[src/design/pib_pkg.sv]
// Shared constants and types for the priority interrupt bus block
package pib_pkg;
    localparam int          LINE_COUNT   = 7;        // Request lines IRQ1..IRQ7
    localparam int          CODE_WIDTH   = 3;        // Acknowledge code width on A3..A1
    localparam logic [2:0]  CODE_NONE    = 3'h0;     // No line selected
    localparam int          VEC_WIDTH    = 32;       // Widest vector path
    localparam logic [1:0]  VEC_SIZE_8   = 2'h0;     // Byte vector on D7..D0
    localparam logic [1:0]  VEC_SIZE_16  = 2'h1;     // Half-word vector on D15..D0
    localparam logic [1:0]  VEC_SIZE_32  = 2'h2;     // Full-word vector on D31..D0
    localparam logic [6:0]  LINES_NONE   = 7'h00;    // Empty request set
    localparam logic [2:0]  SYNC_RESET   = 3'h7;     // Idle-high synchroniser contents

    // Handler sequence states
    typedef enum logic [2:0] {
        h_idle,
        h_request,
        h_ack,
        h_release,
        h_recover
    } handler_state_t;
endpackage

[src/design/pib_node.sv]
// Interrupt handler, acknowledge chain driver and interrupter for one board
`timescale 1ns/1ps

// Notes on behaviour
// [RULE1] Driver forwards acknowledge after IACK and DSA low
// [RULE2] Idle interrupter passes acknowledge edge downstream
// [RULE3] First matching interrupter answers with vector, DTACK
// [RULE4] Line seven highest, line one lowest
// [RULE5] Simultaneous requests: highest line served first
// [RULE6] Handler owns bus before reading vector
// [RULE7] Subset handler ranks only within its subset
// [RULE8] Handler order set by bus arbitration only
// [RULE9] Low request line raises bus request
// [RULE10] On grant drive code, IACK, AS together
// [RULE11] Code is binary line number, high one
// [RULE12] Interrupter compares address code with own line
// [RULE13] Vector and DTACK wait for data strobe
// [RULE14] Latch vector on DTACK, start service
// [RULE15] Only bus owner drives IACK
// [RULE16] Current master releases bus after BCLR; node has no BCLR input and drops bus_request on leaving h_ack or on h_request falling back to h_idle
// [RULE17] Other-line interrupter forwards acknowledge edge
// [RULE18] Vector width follows configured size
// [RULE19] Release IACK, AS, strobes after vector read
module pib_node
    import pib_pkg::*;
#(
    parameter logic [6:0] HANDLED_LINES = 7'h7F,   // Lines this handler monitors
    parameter logic [2:0] IRQ_LINE      = 3'h4,    // Interrupter request line number
    parameter logic [1:0] VEC_SIZE      = 2'h1     // Interrupter vector width select
)(
    input  wire logic                  sys_clk,          // 200 MHz clock
    input  wire logic                  reset_n,          // Async reset, low active
    // Backplane inputs, active low except address and data, asynchronous
    input  wire logic [6:0]            irq_n_in,         // IRQ7..IRQ1 levels
    input  wire logic                  iack_n_in,        // Backplane IACK level
    input  wire logic                  iackin_n,         // Daisy-chain input
    input  wire logic                  as_n_in,          // Address strobe level
    input  wire logic                  dsa_n_in,         // Data strobe A level
    input  wire logic                  dtack_n_in,       // Transfer acknowledge level
    input  wire logic [CODE_WIDTH-1:0] addr_in,          // A3..A1 levels
    input  wire logic [VEC_WIDTH-1:0]  data_in,          // Data bus levels
    // Local side
    input  wire logic                  bus_granted,      // Requester owns the bus
    input  wire logic                  chain_driver_en,  // Board sits in slot 1
    input  wire logic                  local_irq,        // Local interrupt pending
    input  wire logic [VEC_WIDTH-1:0]  local_vector,     // Vector to return
    // Outputs
    output logic                       bus_request,      // Need of the data transfer bus
    output logic                       iack_n_oe,        // Drive IACK low
    output logic                       as_n_oe,          // Drive AS low
    output logic                       ds_n_oe,          // Drive data strobes low
    output logic [CODE_WIDTH-1:0]      addr_out,         // Acknowledge code
    output logic                       addr_oe,          // Drive A3..A1
    output logic                       iackout_n,        // Daisy-chain output
    output logic                       irq_n_oe,         // Pull own IRQ low
    output logic [VEC_WIDTH-1:0]       data_out,         // Vector out
    output logic                       data_oe,          // Drive data bus
    output logic                       dtack_n_oe,       // Drive DTACK low
    output logic [VEC_WIDTH-1:0]       vector_q,         // Latched vector
    output logic [CODE_WIDTH-1:0]      service_line_q,   // Line being serviced
    output logic                       service_start_q   // One-cycle service pulse
);
    initial
    begin
        if (IRQ_LINE == CODE_NONE || VEC_SIZE > VEC_SIZE_32)
            $error("pib_node: bad IRQ_LINE or VEC_SIZE");
    end

    // Three-stage synchronisers; change taken when stages two and three agree
    localparam int SYNC_W = LINE_COUNT + 5 + CODE_WIDTH;
    logic [SYNC_W-1:0] s1_q, s2_q, s3_q, st_q, s1_d, s2_d, s3_d, st_d;
    logic [6:0]        irq_s;      // Filtered request levels
    logic              iack_s, iackin_s, as_s, dsa_s, dtack_s;
    logic [2:0]        addr_s;

    // Synchroniser next values
    always_comb
    begin
        s1_d = {irq_n_in, iack_n_in, iackin_n, as_n_in, dsa_n_in, dtack_n_in, addr_in};
        s2_d = s1_q;
        s3_d = s2_q;
        st_d = st_q;
        for (int i = 0; i < SYNC_W; i++)
        begin
            if (s2_q[i] == s3_q[i])
                st_d[i] = s3_q[i];
        end
    end

    // Synchroniser registers, idle high except the address
    always_ff @(posedge sys_clk or negedge reset_n)
    begin
        if (!reset_n)
        begin
            s1_q <= {{(SYNC_W-CODE_WIDTH){1'b1}}, CODE_NONE};
            s2_q <= {{(SYNC_W-CODE_WIDTH){1'b1}}, CODE_NONE};
            s3_q <= {{(SYNC_W-CODE_WIDTH){1'b1}}, CODE_NONE};
            st_q <= {{(SYNC_W-CODE_WIDTH){1'b1}}, CODE_NONE};
        end
        else
        begin
            s1_q <= s1_d;
            s2_q <= s2_d;
            s3_q <= s3_d;
            st_q <= st_d;
        end
    end

    assign {irq_s, iack_s, iackin_s, as_s, dsa_s, dtack_s, addr_s} = st_q;

    // Handler: priority pick within the monitored subset
    logic [6:0] pending;   // Requests this handler may serve
    logic [2:0] top_line;  // Highest pending line number
    always_comb
    begin
        pending  = ~irq_s & HANDLED_LINES;                   // [RULE7]
        top_line = CODE_NONE;
        for (int i = 0; i < LINE_COUNT; i++)
        begin
            if (pending[i])
                top_line = 3'(i + 1);                        // [RULE4] [RULE5] [RULE11]
        end
    end

    handler_state_t   h_state_q, h_state_d;
    logic [2:0]       code_q, code_d;
    logic [VEC_WIDTH-1:0] vec_d;
    logic             start_d;
    logic [2:0]       sline_d;
    logic             h_iack, h_ds, h_req;

    // Handler next state
    always_comb
    begin
        h_state_d = h_state_q;
        code_d    = code_q;
        vec_d     = vector_q;
        start_d   = 1'b0;
        sline_d   = service_line_q;
        case (h_state_q)
            h_idle:
            begin
                if (top_line != CODE_NONE)
                    h_state_d = h_request;                   // [RULE9]
            end
            h_request:
            begin
                if (bus_granted)                             // [RULE6] [RULE8] [RULE15]
                begin
                    code_d    = top_line;                    // [RULE5]
                    h_state_d = (top_line == CODE_NONE) ? h_idle : h_ack;
                end
            end
            h_ack:
            begin
                if (!dtack_s)
                begin
                    vec_d     = data_in;                     // [RULE14]
                    sline_d   = code_q;
                    start_d   = 1'b1;
                    h_state_d = h_release;
                end
            end
            h_release:
            begin
                if (dtack_s)                                 // [RULE19]
                    h_state_d = h_recover;
            end
            h_recover:
            begin
                if (iack_s)
                    h_state_d = h_idle;
            end
            default:
                h_state_d = h_idle;
        endcase
    end

    // Handler registers
    always_ff @(posedge sys_clk or negedge reset_n)
    begin
        if (!reset_n)
        begin
            h_state_q       <= h_idle;
            code_q          <= CODE_NONE;
            vector_q        <= '0;
            service_line_q  <= CODE_NONE;
            service_start_q <= 1'b0;
        end
        else
        begin
            h_state_q       <= h_state_d;
            code_q          <= code_d;
            vector_q        <= vec_d;
            service_line_q  <= sline_d;
            service_start_q <= start_d;
        end
    end

    // Interrupter and chain driver
    logic iackin_prev_q, iackin_prev_d;  // Edge detect history
    logic fwd_q, fwd_d;                  // Forwarding acknowledge
    logic resp_q, resp_d;                // Responding
    logic own_q, own_d;                  // Own request pending
    logic match;

    always_comb
    begin
        iackin_prev_d = iackin_s;
        fwd_d  = fwd_q;
        resp_d = resp_q;
        own_d  = own_q;
        match  = own_q && (addr_s == IRQ_LINE);              // [RULE12]
        if (local_irq)
            own_d = 1'b1;
        if (chain_driver_en)
            fwd_d = !iack_s && !dsa_s;                       // [RULE1]
        else if (iackin_prev_q && !iackin_s)
        begin
            if (match)
                resp_d = 1'b1;                               // [RULE3]
            else
                fwd_d = 1'b1;                                // [RULE2] [RULE17]
        end
        if (iackin_s)
        begin
            if (!chain_driver_en)
                fwd_d = 1'b0;
            if (resp_q)
                own_d = local_irq;
            resp_d = 1'b0;
        end
    end

    always_ff @(posedge sys_clk or negedge reset_n)
    begin
        if (!reset_n)
        begin
            iackin_prev_q <= 1'b1;
            fwd_q         <= 1'b0;
            resp_q        <= 1'b0;
            own_q         <= 1'b0;
        end
        else
        begin
            iackin_prev_q <= iackin_prev_d;
            fwd_q         <= fwd_d;
            resp_q        <= resp_d;
            own_q         <= own_d;
        end
    end

    // Vector width mask
    logic [VEC_WIDTH-1:0] vmask;
    always_comb
    begin
        case (VEC_SIZE)
            VEC_SIZE_8:  vmask = 32'h000000FF;               // [RULE18]
            VEC_SIZE_16: vmask = 32'h0000FFFF;
            default:     vmask = 32'hFFFFFFFF;
        endcase
    end

    assign h_iack = (h_state_q == h_ack) && bus_granted;     // [RULE10] [RULE15]
    assign h_ds   = h_iack;
    assign h_req  = (h_state_q == h_request) || (h_state_q == h_ack);

    // Output registers
    logic drive_vec;
    assign drive_vec = resp_q && !dsa_s;                     // [RULE13]
    always_ff @(posedge sys_clk or negedge reset_n)
    begin
        if (!reset_n)
        begin
            bus_request <= 1'b0;
            iack_n_oe   <= 1'b0;
            as_n_oe     <= 1'b0;
            ds_n_oe     <= 1'b0;
            addr_out    <= CODE_NONE;
            addr_oe     <= 1'b0;
            iackout_n   <= 1'b1;
            irq_n_oe    <= 1'b0;
            data_out    <= '0;
            data_oe     <= 1'b0;
            dtack_n_oe  <= 1'b0;
        end
        else
        begin
            bus_request <= h_req;
            iack_n_oe   <= h_iack;
            as_n_oe     <= h_iack;
            ds_n_oe     <= h_ds;
            addr_out    <= code_q;
            addr_oe     <= h_iack;
            iackout_n   <= !fwd_q;
            irq_n_oe    <= own_q;
            data_out    <= local_vector & vmask;
            data_oe     <= drive_vec;
            dtack_n_oe  <= drive_vec && data_oe;             // [RULE13]
        end
    end

    // Checks
    property p_iack_owner;
        @(posedge sys_clk) disable iff (!reset_n)
        iack_n_oe |-> $past(bus_granted);
    endproperty
    a_iack_owner: assert property (p_iack_owner) else $error("IACK without bus"); // [RULE15]

    property p_code_with_iack;
        @(posedge sys_clk) disable iff (!reset_n)
        iack_n_oe |-> as_n_oe && addr_oe && addr_out != CODE_NONE;
    endproperty
    a_code_with_iack: assert property (p_code_with_iack) else $error("Code not with IACK"); // [RULE10]

    property p_dtack_after_data;
        @(posedge sys_clk) disable iff (!reset_n)
        $rose(dtack_n_oe) |-> $past(data_oe);
    endproperty
    a_dtack_after_data: assert property (p_dtack_after_data) else $error("DTACK before vector"); // [RULE3]

    property p_driver_fwd;
        @(posedge sys_clk) disable iff (!reset_n)
        chain_driver_en && !iack_s && !dsa_s |-> ##2 !iackout_n;
    endproperty
    a_driver_fwd: assert property (p_driver_fwd) else $error("Driver did not forward"); // [RULE1]

    property p_request;
        @(posedge sys_clk) disable iff (!reset_n)
        h_state_q == h_idle && top_line != CODE_NONE |-> ##2 bus_request;
    endproperty
    a_request: assert property (p_request) else $error("No bus request"); // [RULE9]

    property p_latch;
        @(posedge sys_clk) disable iff (!reset_n)
        h_state_q == h_ack && !dtack_s |=> service_start_q && vector_q == $past(data_in);
    endproperty
    a_latch: assert property (p_latch) else $error("Vector not latched"); // [RULE14]

    property p_top;
        @(posedge sys_clk) disable iff (!reset_n)
        h_state_q == h_request && bus_granted && top_line != CODE_NONE
        |=> code_q == $past(top_line) && pending[code_q - 3'h1];
    endproperty
    a_top: assert property (p_top) else $error("Wrong line picked"); // [RULE5]

    property p_no_resp_mismatch;
        @(posedge sys_clk) disable iff (!reset_n)
        $rose(resp_q) |-> $past(match);
    endproperty
    a_no_resp_mismatch: assert property (p_no_resp_mismatch) else $error("Bad response"); // [RULE12]

    c_service: cover property (@(posedge sys_clk) service_start_q);
    c_respond: cover property (@(posedge sys_clk) dtack_n_oe);
    c_forward: cover property (@(posedge sys_clk) !iackout_n && !chain_driver_en);
endmodule

[config.mk]
export PLATFORM = sky130hd
export DESIGN_NAME = pib_node
export DESIGN_NICKNAME = d
export VERILOG_FILES = /design/src/design/pib_pkg.sv /design/src/design/pib_node.sv
export SDC_FILE = /design/constraint.sdc
export NUM_CORES = 1
export LEC_CHECK = 0
export BUFFER_PORTS_ARGS = -buffer_cell sky130_fd_sc_hd__buf_4
export CAP_MARGIN = 15
export CORE_MARGIN = 5
export CORE_UTILIZATION = 30
export DETAILED_ROUTE_END_ITERATION = 16
export PLACE_DENSITY = 0.61
export SLEW_MARGIN = 10
export SYNTH_ARGS = -nofsm -noshare
export SYNTH_HDL_FRONTEND = slang
export SYNTH_SLANG_ARGS = --single-unit
[constraint.sdc]
create_clock -name sys_clk -period 4.3 [get_ports sys_clk]
set_clock_uncertainty 0.1 [all_clocks]
set_input_delay 0.43 -clock sys_clk [delete_from_list [all_inputs] [get_ports sys_clk]]
set_output_delay 0.43 -clock sys_clk [all_outputs]
set_load 0.05 [all_outputs]
==> metrics.json <==
{
  "cts_tree": {"value": "done"},
  "cts_num_sinks": {"value": 127},
  "cpPeakStageDelay": {"value": 0.81, "unit": "ns"},
  "crit_path_end_kind": {"value": "flop"},
  "die_area": {"value": 17200, "unit": "um^2"},
  "cp_cell_sequence": {"value": "nor4b_4 > buf_4 > mux2_2"},
  "timing.max_slew.rel_slack": {"value": 41.4, "unit": "%"},
  "cp-start-kind": {"value": "flop"},
  "p_leak": {"value": 2.78, "unit": "nW"},
  "postSynthAreaPerCell": {"value": 18.1, "unit": "um^2"},
  "synth_warnings": {"value": 0},
  "global_route.usage.total": {"value": 9.49, "unit": "%"},
  "category_of_the_critical_setup_timing_path": {"value": "flop to flop"},
  "synth_enable_flop_cells": {"value": 0},
  "htree_num_levels": {"value": 4},
  "ios": {"value": 164},
  "final_cell_mix": {"value": "sky130_fd_sc_hd__buf_4 (133), sky130_fd_sc_hd__dfrtp_1 (81), sky130_fd_sc_hd__dfstp_2 (46), sky130_fd_sc_hd__mux2_4 (29), sky130_fd_sc_hd__clkbuf_16 (17)"},
  "syn-cell-area": {"value": 4400, "unit": "um^2"},
  "worst_ep_required_time": {"value": 4.49, "unit": "ns"},
  "global_route_wire_length_before_repair": {"value": 12300, "unit": "um"},
  "tns": {"value": 0, "unit": "ns"},
  "finish.net_count": {"value": 482},
  "drt.antenna.violating_nets": {"value": 0},
  "cts-root-buf": {"value": "sky130_fd_sc_hd__clkbuf_16"},
  "hold_violation_count_in_the_final_report": {"value": 0},
  "place_worst_setup_slack": {"value": 1.80, "unit": "ns"},
  "grt_max_degree": {"value": 47},
  "smallest_setup_slack_after_layout": {"value": 1.83, "unit": "ns"},
  "yosysSeqAreaShare": {"value": 73.6, "unit": "%"},
  "wirelength": {"value": 7890, "unit": "um"},
  "commonest_non_fill_non_tap_cell_in_the_layout": {"value": "sky130_fd_sc_hd__buf_4"},
  "synth.distinct_cells": {"value": 34},
  "layout_overhead_on_the_synthesized_area": {"value": 40.1, "unit": "%"},
  "cts.repair_timing.setup_buffer_count": {"value": 0},
  "cts_inserted_buffers": {"value": 17},
  "vdd_ir_drop_max": {"value": 0.288, "unit": "mV"},
  "floorplan.core_area": {"value": 14500, "unit": "um^2"},
  "postSynthCellCount": {"value": 243},
  "worst-endpoint-arrival": {"value": 2.66, "unit": "ns"},
  "grt_setup_unrepaired": {"value": "false"},
  "timing.fmax": {"value": 405, "unit": "MHz"},
  "portBuffers": {"value": 130},
  "power.total": {"value": 4.61, "unit": "mW"},
  "cts_hold_buf": {"value": 3},
  "critical_path.max_fanout": {"value": 27},
  "cts_resized": {"value": 0},
  "starting_utilization_of_the_core_area": {"value": 30.4, "unit": "%"},
  "drt-pass1-iter-count": {"value": 4},
  "num_antenna_cells": {"value": 0},
  "asyncSetResetFlopFracSynth": {"value": 100, "unit": "%"},
  "final_period_utilization": {"value": 57.5, "unit": "%"},
  "grt_antenna_before_repair": {"value": 0},
  "max-cap-violations": {"value": 0},
  "routed_length_per_placed_instance": {"value": 13.3, "unit": "um"},
  "post_layout_min_period": {"value": 2.47, "unit": "ns"},
  "die_h": {"value": 131, "unit": "um"},
  "worstHoldPathType": {"value": "input pin to flop"},
  "first_global_vias": {"value": 2513},
  "routed-via-count": {"value": 2399},
  "clk_pin_slew": {"value": 0.06, "unit": "ns"},
  "yosys_most_used_dff": {"value": "sky130_fd_sc_hd__dfrtp_1"},
  "drive_gt1_share": {"value": 61.1, "unit": "%"},
  "p_per_area": {"value": 749, "unit": "nW/um^2"},
  "final_max_slew_viol_count": {"value": 0},
  "deepest_clock_path_buffer_count": {"value": 2},
  "detail_route.vias_per_cell": {"value": 4.03},
  "detailedPlacementHpwl": {"value": 5380, "unit": "um"},
  "worst_slew_pin_slew": {"value": 0.876, "unit": "ns"},
  "report.final.setup_viol": {"value": 0},
  "final.hold.worst_slack": {"value": 0.0281, "unit": "ns"},
  "detailed_route_iter0_violations": {"value": 81},
  "outcome": {"value": "finished, final reports clean"},
  "detail_route.drc_violations": {"value": 0},
  "gr-total-overflow": {"value": 0},
  "critical-path-slowest-cell": {"value": "sky130_fd_sc_hd__nor4b_4"},
  "dp.cells": {"value": 550},
  "fp.dieW": {"value": 131, "unit": "um"},
  "final_cells": {"value": 595},
  "num_rows": {"value": 44},
  "synth_seq_cells": {"value": 127},
  "worstSkewPairLatency": {"value": 0.40, "unit": "ns"},
  "global_placement_routability_congestion": {"value": 0.705}
}
[stage by stage]
step           cell area (um^2)  utilization (%)
3_3_place_gp               5450             37.7
3_5_place_dp               5450             37.7
2_1_floorplan              4450                -
5_1_grt                    6160             42.5
4_1_cts                    6060             41.8
6_report                   6160             42.5
[report_power, final]
| part | internal [mW] | switching (mW) | leakage (nW) |
|---|---|---|---|
| clock network | 0.814 | 0.558 | 0.273 |
| logic | 0.604 | 0.999 | 1.08 |
| registers | 1.48 | 0.164 | 1.42 |
| total | 2.89 | 1.72 | 2.78 |
[layout make-up]
class / instances / area (um^2)
clock buffer: 17 / 425
clock inverter: 15 / 151
fill: 1339 / 8320
inverter: 2 / 7.51
multi-input combinational: 104 / 980
sequential: 127 / 3240
tap: 184 / 230
timing repair buffer: 146 / 1130
[cell usage after synthesis (2+ instances only)]
| cell | n | area (um^2) |
|---|---|---|
| sky130_fd_sc_hd__buf_4 | 19 | 143 |
| sky130_fd_sc_hd__buf_12 | 3 | 60.1 |
| sky130_fd_sc_hd__inv_1 | 2 | 7.51 |
| sky130_fd_sc_hd__a21oi_1 | 2 | 10.0 |
| sky130_fd_sc_hd__nand2_1 | 6 | 22.5 |
| sky130_fd_sc_hd__nand2b_1 | 2 | 12.5 |
| sky130_fd_sc_hd__nor2_1 | 3 | 11.3 |
| sky130_fd_sc_hd__mux2_4 | 29 | 435 |
| sky130_fd_sc_hd__mux2_2 | 7 | 78.8 |
| sky130_fd_sc_hd__nor3b_1 | 2 | 15.0 |
| sky130_fd_sc_hd__and4bb_2 | 2 | 25.0 |
| sky130_fd_sc_hd__nand3_1 | 4 | 20.0 |
| sky130_fd_sc_hd__dfstp_2 | 46 | 1210 |
| sky130_fd_sc_hd__buf_6 | 2 | 22.5 |
| sky130_fd_sc_hd__maj3_1 | 14 | 140 |
| sky130_fd_sc_hd__dfrtp_1 | 81 | 2030 |
| sky130_fd_sc_hd__nand4_1 | 2 | 12.5 |
[final timing paths]
kind / slack [ns] / cells after the start / start / to
max in group asynchronous: 2.70 / 3 / reset_n / code_q[0]
min in group asynchronous: 0.44 / 2 / reset_n / data_out[1]
hold reg to reg: 0.25 / 0 / s1_q[0] / s2_q[0]
setup reg to reg: 1.83 / 3 / h_state_q[0] / vector_q[10]
setup / recovery: 1.83 / 3 / h_state_q[0] / vector_q[10]
hold / removal: 0.03 / 1 / dtack_n_in / s1_q[3]
[per-layer routing]
| layer | track usage [%] | vias up | routed length [um] |
|---|---|---|---|
| li1 | - | 1106 | - |
| met4 | 3.99 | 0 | 46 |
| met2 | 14.1 | 89 | 3850 |
| met3 | 4.86 | 5 | 759 |
| met1 | 11.6 | 1199 | 3240 |
| met5 | 0 | - | 0 |
[critical path: cells and delay by family, from the launching register on]
family / cells / cell delay [ns]
and+or+nand+nor: 1 / 0.81
muxes: 1 / 0.39
buffers and inverters: 1 / 0.56
DFF: 1 / 0.48
[sequential cells by signal, summed over array words and instances, names as in the netlist]
signal	count
addr_oe	1
addr_out	3
bus_request	1
code_q	3
data_oe	1
data_out	16
dtack_n_oe	1
fwd_q	1
h_state_q	3
iackin_prev_q	1
iackout_n	1
irq_n_oe	1
own_q	1
resp_q	1
s1_q	14
s2_q	14
s3_q	14
service_line_q	3
service_start_q	1
st_q	14
vector_q	32
[logic make-up after synthesis]
kind of cell	after synthesis	synth area share, %
compound gates	10	1.71
xor+xnor	1	0.199
fa+ha+maj	14	3.19
buf+inv	27	5.41
flops	127	73.6
mux	36	11.7
other cells	1	0.0853
simple gates	27	4.13
Power figures use the tool's default switching activity.
